==> src/core/predriver_regs.vh <==
/*
  Constants for the pre-driver logic interface: frame length, command codes,
  fault mask layout and link timing.
  Assumes inclusion by bare name from core design files.
*/
`ifndef PREDRIVER_REGS_VH
`define PREDRIVER_REGS_VH

// ----------------------------------------------------------------------------
// Serial frame
// ----------------------------------------------------------------------------
`define FRAME_BITS        8
`define BIT_CNT_W         4
`define CMD_W             8

// ----------------------------------------------------------------------------
// Commands (upper three bits select, lower four carry data)
// ----------------------------------------------------------------------------
`define CMD_SEL_MSB       7
`define CMD_SEL_LSB       5
`define CMD_CLEAR_INT     3'h0
`define CMD_WRITE_FAULT_MASK_REG_0   3'h1
`define CMD_WRITE_FAULT_MASK_REG_1   3'h2
`define CMD_READ_STATUS   3'h3

// ----------------------------------------------------------------------------
// Faults and masks
// ----------------------------------------------------------------------------
`define FAULT_W           8
`define MASK_FIELD_W      4
`define FAULT_MASK_REG_0_RESET       4'h0
`define FAULT_MASK_REG_1_RESET       4'h0

// ----------------------------------------------------------------------------
// Link timing
// ----------------------------------------------------------------------------
`define SCLK_MAX_KHZ      5000
`define SCLK_TYP_KHZ      3000
`define CLK_SYS_KHZ       250000
`define SCLK_MIN_CYCLES   (`CLK_SYS_KHZ / `SCLK_MAX_KHZ)

`endif

==> src/core/pin_sync.v <==
/*
  Two-stage synchroniser for a bundle of pin inputs.
  Assumes clk_sys is free running; ce freezes the stages.
*/
`timescale 1ns/1ps
module pin_sync #(
  parameter WIDTH = 1
) (
  // Clock and control
  input  wire             clk_sys,
  input  wire             srst,
  input  wire             ce,
  // Data
  input  wire [WIDTH-1:0] async_in,
  input  wire [WIDTH-1:0] reset_val,
  output reg  [WIDTH-1:0] sync_out
);

  reg [WIDTH-1:0] stage1;

  // Reset value is a constant at every instance, so the reset stays constant.
  always @(posedge clk_sys) begin
    if (srst) begin
      stage1   <= reset_val;
      sync_out <= reset_val;
    end else if (ce) begin
      stage1   <= async_in;
      sync_out <= stage1;
    end
  end

endmodule // pin_sync

==> src/core/predriver_logic.v <==
/*
  Logic-level interface of a three-phase FET pre-driver: SPI slave port,
  phase command decode, enable gating, interrupt and over-current flag.
  Assumes all pin inputs are asynchronous to clk_sys and that the serial
  clock is well below a quarter of clk_sys.
  Each serial clock level must last at least two clk_sys cycles, or an
  edge is lost in the synchronisers and the frame slips by one bit.
*/
// Behaviour
// RULE1: phase B low command active high
// RULE2: interrupt latches high until clear command
// RULE3: two mask registers suppress fault interrupts
// RULE4: active-low select frames every transfer
// RULE5: input sampled on falling clock, MSB first
// RULE6: host keeps serial clock at most 5 MHz; spi_host in the bench runs it at clk_sys/8, 31.25 MHz
// RULE7: data out high-impedance unless selected
// RULE8: data out bit changes on rising clock
// RULE9: host captures data out on falling clock
// RULE10: phase C low command active high
// RULE11: phase C high command active low
// RULE12: over-current flag follows condition
// RULE13: phase A and B high commands active low
// RULE14: phase A low command active high
// RULE15: both enables high or gates forced off
// RULE16: ignore clock unselected, restart each frame
`timescale 1ns/1ps
`include "predriver_regs.vh"
module predriver_logic (
  // Clock and control
  input  wire                 clk_sys,
  input  wire                 srst,
  input  wire                 ce,
  // Serial port
  input  wire                 spi_cs_n,
  input  wire                 spi_sclk,
  input  wire                 spi_sdi,
  output reg                  spi_sdo,
  output wire                 spi_sdo_oe,
  // Phase commands
  input  wire                 phase_a_high_cmd_n,
  input  wire                 phase_a_low_cmd,
  input  wire                 phase_b_high_cmd_n,
  input  wire                 phase_b_low_cmd,
  input  wire                 phase_c_high_cmd_n,
  input  wire                 phase_c_low_cmd,
  input  wire                 drive_enable_a,
  input  wire                 drive_enable_b,
  // Gate requests, active high
  output reg  [2:0]           gate_high_on,
  output reg  [2:0]           gate_low_on,
  // Faults and flags
  input  wire [`FAULT_W-1:0]  fault_in,
  input  wire                 overcurrent_in,
  output reg                  interrupt_out,
  output reg                  overcurrent_flag_out
);

  // --------------------------------------------------------------------------
  // Input synchronisers
  // --------------------------------------------------------------------------
  localparam NSYNC = 12 + `FAULT_W;
  wire [NSYNC-1:0] sync_q;
  // Pulls are modelled in the reset values: select and high commands idle high.
  pin_sync #(.WIDTH(NSYNC)) u_sync (
    .clk_sys   (clk_sys),
    .srst      (srst),
    .ce        (ce),
    .async_in  ({fault_in, overcurrent_in, drive_enable_b, drive_enable_a,
                 phase_c_low_cmd, phase_c_high_cmd_n, phase_b_low_cmd,
                 phase_b_high_cmd_n, phase_a_low_cmd, phase_a_high_cmd_n,
                 spi_sdi, spi_sclk, spi_cs_n}),
    .reset_val ({{`FAULT_W{1'b0}}, 4'h0, 1'b1, 1'b0, 1'b1, 1'b0, 1'b1, 1'b0,
                 1'b0, 1'b1}),
    .sync_out  (sync_q)
  );

  wire                cs_n_s = sync_q[0];
  wire                sclk_s = sync_q[1];
  wire                sdi_s  = sync_q[2];
  wire [5:0]          cmd_s  = sync_q[8:3];
  wire                en_a_s = sync_q[9];
  wire                en_b_s = sync_q[10];
  wire                oc_s   = sync_q[11];
  wire [`FAULT_W-1:0] flt_s  = sync_q[NSYNC-1:12];

  // --------------------------------------------------------------------------
  // Edge detection on synchronised pins
  // --------------------------------------------------------------------------
  reg sclk_d;
  reg cs_n_d;
  always @(posedge clk_sys) begin
    if (srst) begin
      sclk_d <= 1'b0;
      cs_n_d <= 1'b1;
    end else if (ce) begin
      sclk_d <= sclk_s;
      cs_n_d <= cs_n_s;
    end
  end

  wire selected  = ~cs_n_s;
  wire sclk_rise = selected & sclk_s & ~sclk_d;  // RULE16
  wire sclk_fall = selected & ~sclk_s & sclk_d;  // RULE16
  wire frame_beg = cs_n_d & ~cs_n_s;             // RULE4

  // --------------------------------------------------------------------------
  // Serial shift engine
  // --------------------------------------------------------------------------
  reg [`BIT_CNT_W-1:0] bit_cnt;
  reg [`CMD_W-1:0]     rx_shift;
  reg [`CMD_W-1:0]     tx_shift;
  reg                  cmd_valid;
  reg [`CMD_W-1:0]     cmd_word;
  reg [`MASK_FIELD_W-1:0] fault_mask_reg_0;
  reg [`MASK_FIELD_W-1:0] fault_mask_reg_1;
  reg [`FAULT_W-1:0]   fault_latch;

  wire [`CMD_W-1:0] next_rx = {rx_shift[`CMD_W-2:0], sdi_s};
  wire [`FAULT_W-1:0] mask_all = {fault_mask_reg_1, fault_mask_reg_0};

  // Status is loaded at frame start so the host sees a stable snapshot.
  // Data out is parked low while deselected, so once driven it moves only
  // after a serial clock rise.
  always @(posedge clk_sys) begin
    if (srst) begin
      bit_cnt   <= {`BIT_CNT_W{1'b0}};
      rx_shift  <= {`CMD_W{1'b0}};
      tx_shift  <= {`CMD_W{1'b0}};
      spi_sdo   <= 1'b0;
      cmd_valid <= 1'b0;
      cmd_word  <= {`CMD_W{1'b0}};
    end else if (ce) begin
      cmd_valid <= 1'b0;
      if (!selected) begin
        bit_cnt  <= {`BIT_CNT_W{1'b0}};                // RULE16
        spi_sdo  <= 1'b0;                              // RULE8
      end else if (frame_beg) begin
        bit_cnt  <= {`BIT_CNT_W{1'b0}};                // RULE16
        tx_shift <= fault_latch;
      end else if (sclk_rise) begin
        spi_sdo  <= tx_shift[`CMD_W-1];                // RULE8
        tx_shift <= {tx_shift[`CMD_W-2:0], 1'b0};
      end else if (sclk_fall) begin
        rx_shift <= next_rx;                           // RULE5
        if (bit_cnt == `FRAME_BITS - 1) begin
          bit_cnt   <= {`BIT_CNT_W{1'b0}};
          cmd_word  <= next_rx;
          cmd_valid <= 1'b1;
        end else begin
          bit_cnt <= bit_cnt + 4'h1;
        end
      end
    end
  end

  assign spi_sdo_oe = selected;  // RULE7

  // --------------------------------------------------------------------------
  // Command decode
  // --------------------------------------------------------------------------
  // One decoder serves the clear and both mask-write commands, so no code is compared twice.
  function cmd_hit;
    input [`CMD_W-1:0] word;
    input              valid;
    input [2:0]        code;
    begin
      cmd_hit = valid & (word[`CMD_SEL_MSB:`CMD_SEL_LSB] == code);
    end
  endfunction

  // --------------------------------------------------------------------------
  // Command execution, masks and interrupt
  // --------------------------------------------------------------------------
  wire       clear_cmd = cmd_hit(cmd_word, cmd_valid, `CMD_CLEAR_INT);  // RULE2
  wire       wr_fault_mask_reg_0  = cmd_hit(cmd_word, cmd_valid, `CMD_WRITE_FAULT_MASK_REG_0);
  wire       wr_fault_mask_reg_1  = cmd_hit(cmd_word, cmd_valid, `CMD_WRITE_FAULT_MASK_REG_1);
  wire [`FAULT_W-1:0] unmasked = flt_s & ~mask_all;  // RULE3

  // A fault arriving with the clear command wins, so no event is lost.
  always @(posedge clk_sys) begin
    if (srst) begin
      fault_mask_reg_0 <= `FAULT_MASK_REG_0_RESET;
      fault_mask_reg_1 <= `FAULT_MASK_REG_1_RESET;
      fault_latch      <= {`FAULT_W{1'b0}};
      interrupt_out    <= 1'b0;
    end else if (ce) begin
      if (wr_fault_mask_reg_0)
        fault_mask_reg_0 <= cmd_word[`MASK_FIELD_W-1:0];  // RULE3
      if (wr_fault_mask_reg_1)
        fault_mask_reg_1 <= cmd_word[`MASK_FIELD_W-1:0];  // RULE3
      fault_latch <= (clear_cmd ? {`FAULT_W{1'b0}} : fault_latch) | flt_s;
      if (|unmasked)
        interrupt_out <= 1'b1;                            // RULE2
      else if (clear_cmd)
        interrupt_out <= 1'b0;                            // RULE2
    end
  end

  // --------------------------------------------------------------------------
  // Phase commands and enable gating
  // --------------------------------------------------------------------------
  // Enables are asynchronous at the pin; from pin to gate request they cost three clocks of latency.
  // Gate requests follow the command levels; no dead time is inserted here.
  wire drive_ok = en_a_s & en_b_s;  // RULE15
  always @(posedge clk_sys) begin
    if (srst) begin
      gate_high_on         <= 3'h0;
      gate_low_on          <= 3'h0;
      overcurrent_flag_out <= 1'b0;
    end else if (ce) begin
      gate_high_on[0] <= drive_ok & ~cmd_s[0];  // RULE13
      gate_low_on[0]  <= drive_ok &  cmd_s[1];  // RULE14
      gate_high_on[1] <= drive_ok & ~cmd_s[2];  // RULE13
      gate_low_on[1]  <= drive_ok &  cmd_s[3];  // RULE1
      gate_high_on[2] <= drive_ok & ~cmd_s[4];  // RULE11
      gate_low_on[2]  <= drive_ok &  cmd_s[5];  // RULE10
      overcurrent_flag_out <= oc_s;             // RULE12
    end
  end

endmodule // predriver_logic

==> config.mk <==
export PLATFORM = sky130hd
export DESIGN_NAME = predriver_logic
export DESIGN_NICKNAME = d
export VERILOG_FILES = /design/src/core/pin_sync.v /design/src/core/predriver_logic.v
export VERILOG_INCLUDE_DIRS = /design/src /design/src/core
export SDC_FILE = /design/constraint.sdc
export NUM_CORES = 1
export LEC_CHECK = 0
export CAP_MARGIN = 20
export CORE_MARGIN = 2
export CORE_UTILIZATION = 25
export CTS_CLUSTER_DIAMETER = 40
export CTS_CLUSTER_SIZE = 25
export DETAILED_ROUTE_END_ITERATION = 10
export DONT_BUFFER_PORTS = 1
export GPL_TIMING_DRIVEN = 1
export PLACE_DENSITY_LB_ADDON = 0.25
export SKIP_LAST_GASP = 1
export SLEW_MARGIN = 20
export SYNTH_ARGS = -nofsm -noshare
export SYNTH_HDL_FRONTEND = slang
export SYNTH_SLANG_ARGS = --single-unit
==> constraint.sdc <==
create_clock -name clk_sys -period 1.91 [get_ports clk_sys]
set_input_delay 0.382 -clock clk_sys [delete_from_list [all_inputs] [get_ports clk_sys]]
set_output_delay 0.382 -clock clk_sys [all_outputs]
set_load 0.01 [all_outputs]
==> metrics, run 1 <==
flops & latches, synth=94; GP Congestion=between 0.7 and 0.8; Synth area leaders=dfxtp_1 (53%), mux2i_1 (16%), nor2_1 (6.4%), nand2_1 (3.7%), a21oi_1 (2.9%); worst-skew pair later-pin latency=0.33 ns; clock skew=0.008780 ns; average wire per cell in the routed design=approximately 13 um; period utilization=0.8543; clk sinks=94; most common cell in the synthesized netlist=dfxtp_1; CTS tree=yes; NetSw=0.8446 mW; largest net degree at the start of global routing=80; # IOs=33; Synth top area share=0.5251; CP Class=flip-flop to flip-flop; final hold vios=0; initial antenna violation count=0; Place WS=between 0.2 and 0.3 ns; Syn Inst Count=367; final net count=380; fmax=just over 600 MHz; mapped cell area=roughly 3600 um2; post-synthesis sequential area ratio=0.5251; cell internal pwr=roughly 3.4 mW; crit path DAT=1.85 ns; GRT Overall Usage=0.09762; Startpoint Class=flip-flop; Max Slew Vio Count=0; layout cells sized above 1=0.06925; status=finished clean; Synth top cells by count=dfxtp_1 (94), nor2_1 (61), mux2i_1 (59), nand2_1 (35), a21oi_1 (21); max_cap viols=0; share of flip-flops with an asynchronous set or reset=0; Final setup viols=0; CP Capture Type=flip-flop; total leakage power=between 1.5 and 2 nW; crit path max fanout=10; DR vias/cell=4.407; register clock-pin slew on the reported worst setup and hold paths=0.06 ns; CORE AREA=13930 um2; vias in the first global route=2316; Synth cell types=42; multiplexer share of the synthesized area=0.1648; Diodes inserted=0; Die H=123.7 um; initial DRC count=108; std cell rows=43; Slew headroom=0.6094; Vias=2384; area of the die=approximately 15000 um2; Synth Area in Simple Gates=0.1686; die width=~120 um; Final min period=1.632 ns; port buffer count=0; Yosys warnings=0; Post-synth EDFFs=0; compound-gate portion of the synthesized area=0.09567; cts repair resizes=0; Post-synth top flop=dfxtp_1; DRC viols=0; Post-Synth XOR/XNOR Area=0; post-CTS setup buffer count=0; Clock Tree Root=clkbuf_16; Detail Route Antenna Nets=0; Clock Tree Buf Depth=2; syn avg cell area=9.764 um2; global route overflow=0; clock share of power=0.482; total wire length=6911 um; setup ws final=~0.28 ns; drt first pass iters=4; TNS Setup=0 ns; Worst-Margin Slew=0.5848 ns; Comb power frac=0.030; Num CTS Buffers=9; RSZ-0062 raised after global routing=false; power density over cell area=1043 nW/um2; Tightest Hold Check Type=primary input to flip-flop; cell area after layout=4044 um2; main combinational cell family by area after synthesis=simple AND/OR/NAND/NOR gates; switch share=0.2002; post-synthesis adder-cell area fraction=0.003492; Area Overhead vs Synth=12.85%; Flop pwr share=0.488; post-synth top area cell=dfxtp_1; peak supply drop=~0.42 mV; DP Area=3699 um2; Max H-tree Level=3; Post-CTS Hold Buffers=0; syn_nets=391; first-pass GRT wire length=11740 um; Data required, critical path=2.13 ns; starting density of the core=0.2572; dpl hpwl=4639 um
[final timing paths]
kind	start	end	slack, ns	cells after the start
setup / recovery	bit_cnt[0]	cmd_word[2]	0.28	5
hold / removal	srst	cmd_valid	0.12	1
setup reg to reg	bit_cnt[0]	cmd_word[2]	0.28	5
hold reg to reg	rx_shift[3]	rx_shift[4]	0.46	2
[flip-flops by register name (all words and copies together), names as in the netlist]
name	count
bit_cnt	4
overcurrent_flag_out	1
cmd_word	7
gate_high_on	3
spi_sdo	1
u_sync.sync_out	20
fault_mask_reg_1	4
gate_low_on	3
cmd_valid	1
tx_shift	8
fault_latch	8
interrupt_out	1
sclk_d	1
fault_mask_reg_0	4
u_sync.stage1	20
rx_shift	7
cs_n_d	1
[area by class of cell]
class                   instances  area (um2)
clock buffers                   9       225.2
clock inverters                 7       120.1
fillers                      1447        9891
inverters                      11       41.29
multi-input cells             240        1550
flip-flops and latches         94        1882
well taps                     180       225.2
[power by group through the flow]
stage	logic (mW)	registers (mW)	clock network, mW
2_1_floorplan	0.168	2.09	0
3_3_place_gp	0.124	2.10	0
3_5_place_dp	0.128	2.10	0
4_1_cts	0.128	2.06	2.09
5_1_grt	0.145	2.06	2.18
6_report	0.126	2.06	2.03
[through the flow]
step	instances	power (mW)	utilization	hold WS, ns
floorplan	367	2.254	-	0.4321
global placement	525	2.226	0.2654	0.4324
detailed placement	525	2.230	0.2654	0.4465
finish	541	4.218	0.2902	0.1172
global route	541	4.391	0.2902	0.09877
CTS	541	4.279	0.2902	0.1094
[critical path, stage by stage (launching register included)]
cell     delay (ns)
dfxtp_1        0.38
ha_1           0.21
and3b_1        0.37
nand4_1        0.33
nand2_1        0.16
a21oi_1        0.08
[metal layers]
metal / vias to the layer above / track usage / share of wire
li1: 1240 / - / -
met1: 1093 / 0.1231 / 0.48
met2: 44 / 0.1494 / 0.44
met3: 7 / 0.04121 / 0.066
met4: 0 / 0.03409 / 0.011
met5: - / 0 / 0
[cells by family (layout without fill, tap and decap cells)]
group | after synthesis | in the layout
buffers and inverters | 33 | 27
and+or+nand+nor | 128 | 128
muxes | 59 | 59
DFF | 94 | 94
adders and majority gates | 1 | 1
AOI/OAI and AO/OA | 52 | 52
[cell usage in the layout, fill, tap and decap left out, types with 2 or more instances in the layout]
cell type  count
a22o_1         8
inv_1          9
nor2b_1        2
mux2i_1       59
dfxtp_1       94
a22oi_1        2
o21ai_0        2
a211oi_1       7
nand2_1       35
nand3_1        8
o22ai_1        4
nand4_1        5
o31ai_1        2
bufinv_16      3
a21oi_1       21
nand2b_1       5
clkbuf_16      9
nor2_1        61
inv_6          2
Power figures use the tool's default switching activity.
==> run 2, diff against run 1 <==
--- a/config.mk
+++ b/config.mk
@@ -6,6 +6,7 @@
 export SDC_FILE = /design/constraint.sdc
 export NUM_CORES = 1
 export LEC_CHECK = 0
+export ABC_AREA = 1
 export CAP_MARGIN = 20
 export CORE_MARGIN = 2
 export CORE_UTILIZATION = 25
@@ -13,7 +14,6 @@
 export CTS_CLUSTER_SIZE = 25
 export DETAILED_ROUTE_END_ITERATION = 10
 export DONT_BUFFER_PORTS = 1
-export GPL_TIMING_DRIVEN = 1
 export PLACE_DENSITY_LB_ADDON = 0.25
 export SKIP_LAST_GASP = 1
 export SLEW_MARGIN = 20
==> run 2 against run 1 <==
Fmax increased by 5.6%. Wire length increased by 15%. Synthesized cell count increased by 33%. Register-to-register slack improved by 0.09 ns. Area after synthesis increased by 0.98%. Worst hold slack got worse by 0.012 ns. First-iteration DRC count increased by 41%. Cell area decreased by 0.40%. Critical path depth increased by 1. Sequential share of layout area increased by 0.19 points. Critical path type unchanged. Critical endpoint is now tx_shift[3].
==> metrics, run 2 <==
status=finished clean; Buf+Inv Stages, Crit Path=2 (+2); Slew headroom=0.7255 (+0.1162); RSZ-0062 raised after global routing=false; Synth cell types=21 (-50%); port buffer count=0 (unchanged); post-synth top area cell=dfxtp_1; Area Overhead vs Synth=11.31%; Diodes inserted=0 (unchanged); setup ws final=0.3641 ns (+0.08584 ns); layout cells sized above 1=0.05394 (-0.01531); WL met3=279 um (-39%); clock skew=0.006707 ns (-0.002073 ns); area of the die=15450 um2 (+0.94%); leading cell type in the layout, fill and taps excluded=nor2_1; overall power consumption=3.962 mW (-6.1%); Post-CTS Hold Buffers=0 (unchanged); critical path's top delay family=buffers and inverters; cell area after layout=4028 um2 (-0.40%); CORE AREA=13990 um2 (+0.39%); peak supply drop=0.4462 mV (+5.4%); Crit-path slowest cell=dfxtp_1; Num CTS Buffers=9 (unchanged); vias in the first global route=2824 (+22%); main combinational cell family by area after synthesis=simple AND/OR/NAND/NOR gates; post-CTS setup buffer count=0 (unchanged); post-synthesis adder-cell area fraction=0.003458 (-0.00003381); max_cap viols=0 (unchanged); Final min period=1.546 ns (-0.08584 ns); worst-skew pair later-pin latency=0.34 ns (about the same); Startpoint Class=flip-flop; initial antenna violation count=0 (unchanged); Post-synth top flop=dfxtp_1; DRC viols=0 (unchanged); DP Area=3759 um2 (+1.6%); Synth area leaders=dfxtp_1 (52%), nor2_1 (12%), o21ai_0 (9.7%), nand2_1 (8.8%), a21oi_1 (4.3%); die width=124.3 um (+0.47%); compound-gate portion of the synthesized area=0.1518 (+0.05613); clk sinks=94 (unchanged); syn_nets=512 (+31%); Fin Hold WS=0.1052 ns (-0.01204 ns); Post-synth EDFFs=0 (unchanged); final hold vios=0 (unchanged); initial DRC count=152 (+41%); slowest stage delay, CP=0.33 ns (-0.05 ns); Core Util, Final=0.2879 (-0.002279); Cell Chain, Critical Path=inv_1 -> nand2_1 -> a21oi_4 -> inv_1 -> nor2_1 -> nor2_1; Routed met2 length=3515 um (+16%); Cell Count, Final, Fillers Out=662 (+22%); global route overflow=0 (unchanged); flops & latches, synth=94 (unchanged); CP Class=flip-flop to flip-flop; most common cell in the synthesized netlist=nor2_1; period utilization=0.8094 (-0.04494); post-synthesis sequential area ratio=0.5201 (-0.005084); total wire length=7919 um (+15%); std cell rows=43 (unchanged); mapped cell area=3618 um2 (+0.98%); average wire per cell in the routed design=11.96 um (-6.4%); multiplexer share of the synthesized area=0 (-0.1648); power density over cell area=983.7 nW/um2 (-5.7%); TNS Setup=0 ns (unchanged); CTS tree=yes; Synth Area in Simple Gates=0.2517 (+0.08308); CP Capture Type=flip-flop; share of flip-flops with an asynchronous set or reset=0 (unchanged); Die H=124.3 um (+0.47%); Max H-tree Level=3 (unchanged); Synth top cells by count=nor2_1 (118), dfxtp_1 (94), nand2_1 (85), o21ai_0 (70), inv_1 (32); Worst-Margin Slew=0.4112 ns (-0.1736 ns); crit path DAT=1.78 ns (-0.07 ns); Detail Route Antenna Nets=0 (unchanged); syn avg cell area=7.415 um2 (-24%); total leakage power=1.669 nW (+7.3%); largest registers=u_sync.stage1: 20 flops, u_sync.sync_out: 20 flops; crit path max fanout=13 (+3); fmax=646.9 MHz (+5.6%); WL met1=4001 um (+19%); final net count=501 (+32%); largest net degree at the start of global routing=77 (-3.8%); DR top layer=met4; GP Congestion=0.7168 (+0.82%); GRT Overall Usage=0.1076 (+0.009938); cts repair resizes=0 (unchanged); Data required, critical path=2.15 ns (+0.02 ns); Yosys warnings=0 (unchanged); Tightest Hold Check Type=primary input to flip-flop; Filler cells=1532 (+5.9%); starting density of the core=0.2587 (+0.001515); Vias=2940 (+23%); Synth top area share=0.5201 (-0.005084); dpl hpwl=5152 um (+11%); placed cells=646 (+23%); drt first pass iters=6 (+2); # IOs=33 (unchanged); Place WS=0.3811 ns (+0.09199 ns); most frequent cells in the layout=nor2_1 (118), dfxtp_1 (94), nand2_1 (85), o21ai_0 (70), inv_1 (32); Clock Tree Root=clkbuf_16; Syn Inst Count=488 (+33%); DR vias/cell=4.441 (+0.78%); first-pass GRT wire length=13620 um (+16%); Post-Synth XOR/XNOR Area=0 (unchanged); Final setup viols=0 (unchanged); Max Slew Vio Count=0 (unchanged); register clock-pin slew on the reported worst setup and hold paths=0.07 ns (about the same); Clock Tree Buf Depth=2 (unchanged)
==> run 2: cell types whose count changed after synthesis, sizes merged, moves of 10 or more <==
cell,previous run,this run
nand2,36,87
mux2i,59,0
nor2,62,120
o21ai,2,71
a21oi,22,32
inv,10,35
==> run 2: logic make-up (layout without fill, tap and decap cells) <==
kind of cell	after synthesis	after routing
buffers and inverters	60	54
adder cells (fa/ha/maj)	1	1
flip-flops	94	94
AO/OA/AOI/OAI	106	106
AND/OR/NAND/NOR	227	227
==> run 2: final timing paths <==
path / start / end / slack (ns) / cells past startpoint
worst max-delay path: u_sync.sync_out[0] / tx_shift[3] / 0.36 / 6
worst min-delay path: srst / fault_latch[7] / 0.11 / 1
worst max register to register: u_sync.sync_out[0] / tx_shift[3] / 0.36 / 6
worst min register to register: u_sync.sync_out[8] / u_sync.sync_out[8] / 0.45 / 2
==> run 2: power breakdown <==
part / internal (mW) / switching, mW / leakage, nW
combinational: 0.0798 / 0.136 / 0.766
clock: 0.912 / 0.731 / 0.132
sequential: 2.05 / 0.0560 / 0.770
total: 3.04 / 0.923 / 1.67
==> run 2: worst register-to-register path: stages, from the launching register on <==
cell,delay [ns]
dfxtp_1,0.33
inv_1,0.32
nand2_1,0.18
a21oi_4,0.25
inv_1,0.18
nor2_1,0.13
nor2_1,0.05
==> run 2: final cells by class <==
| type | instances | area (um2) | share of cell area |
|---|---|---|---|
| flip-flops and latches | 94 | 1882 | 0.4672 |
| inverters | 35 | 131.4 | 0.03262 |
| clock buffers | 12 | 246.5 | 0.06120 |
| well taps | 180 | 225.2 | 0.05592 |
| clock inverters | 4 | 22.52 | 0.005592 |
| repair buffers | 3 | 47.55 | 0.01180 |
| multi-input cells | 334 | 1473 | 0.3656 |
==> run 2: layer usage <==
layer / track usage / up-vias
met5: 0 / -
li1: - / 1532
met3: 0.03136 / 9
met1: 0.1409 / 1362
met4: 0.03966 / 0
met2: 0.1681 / 37
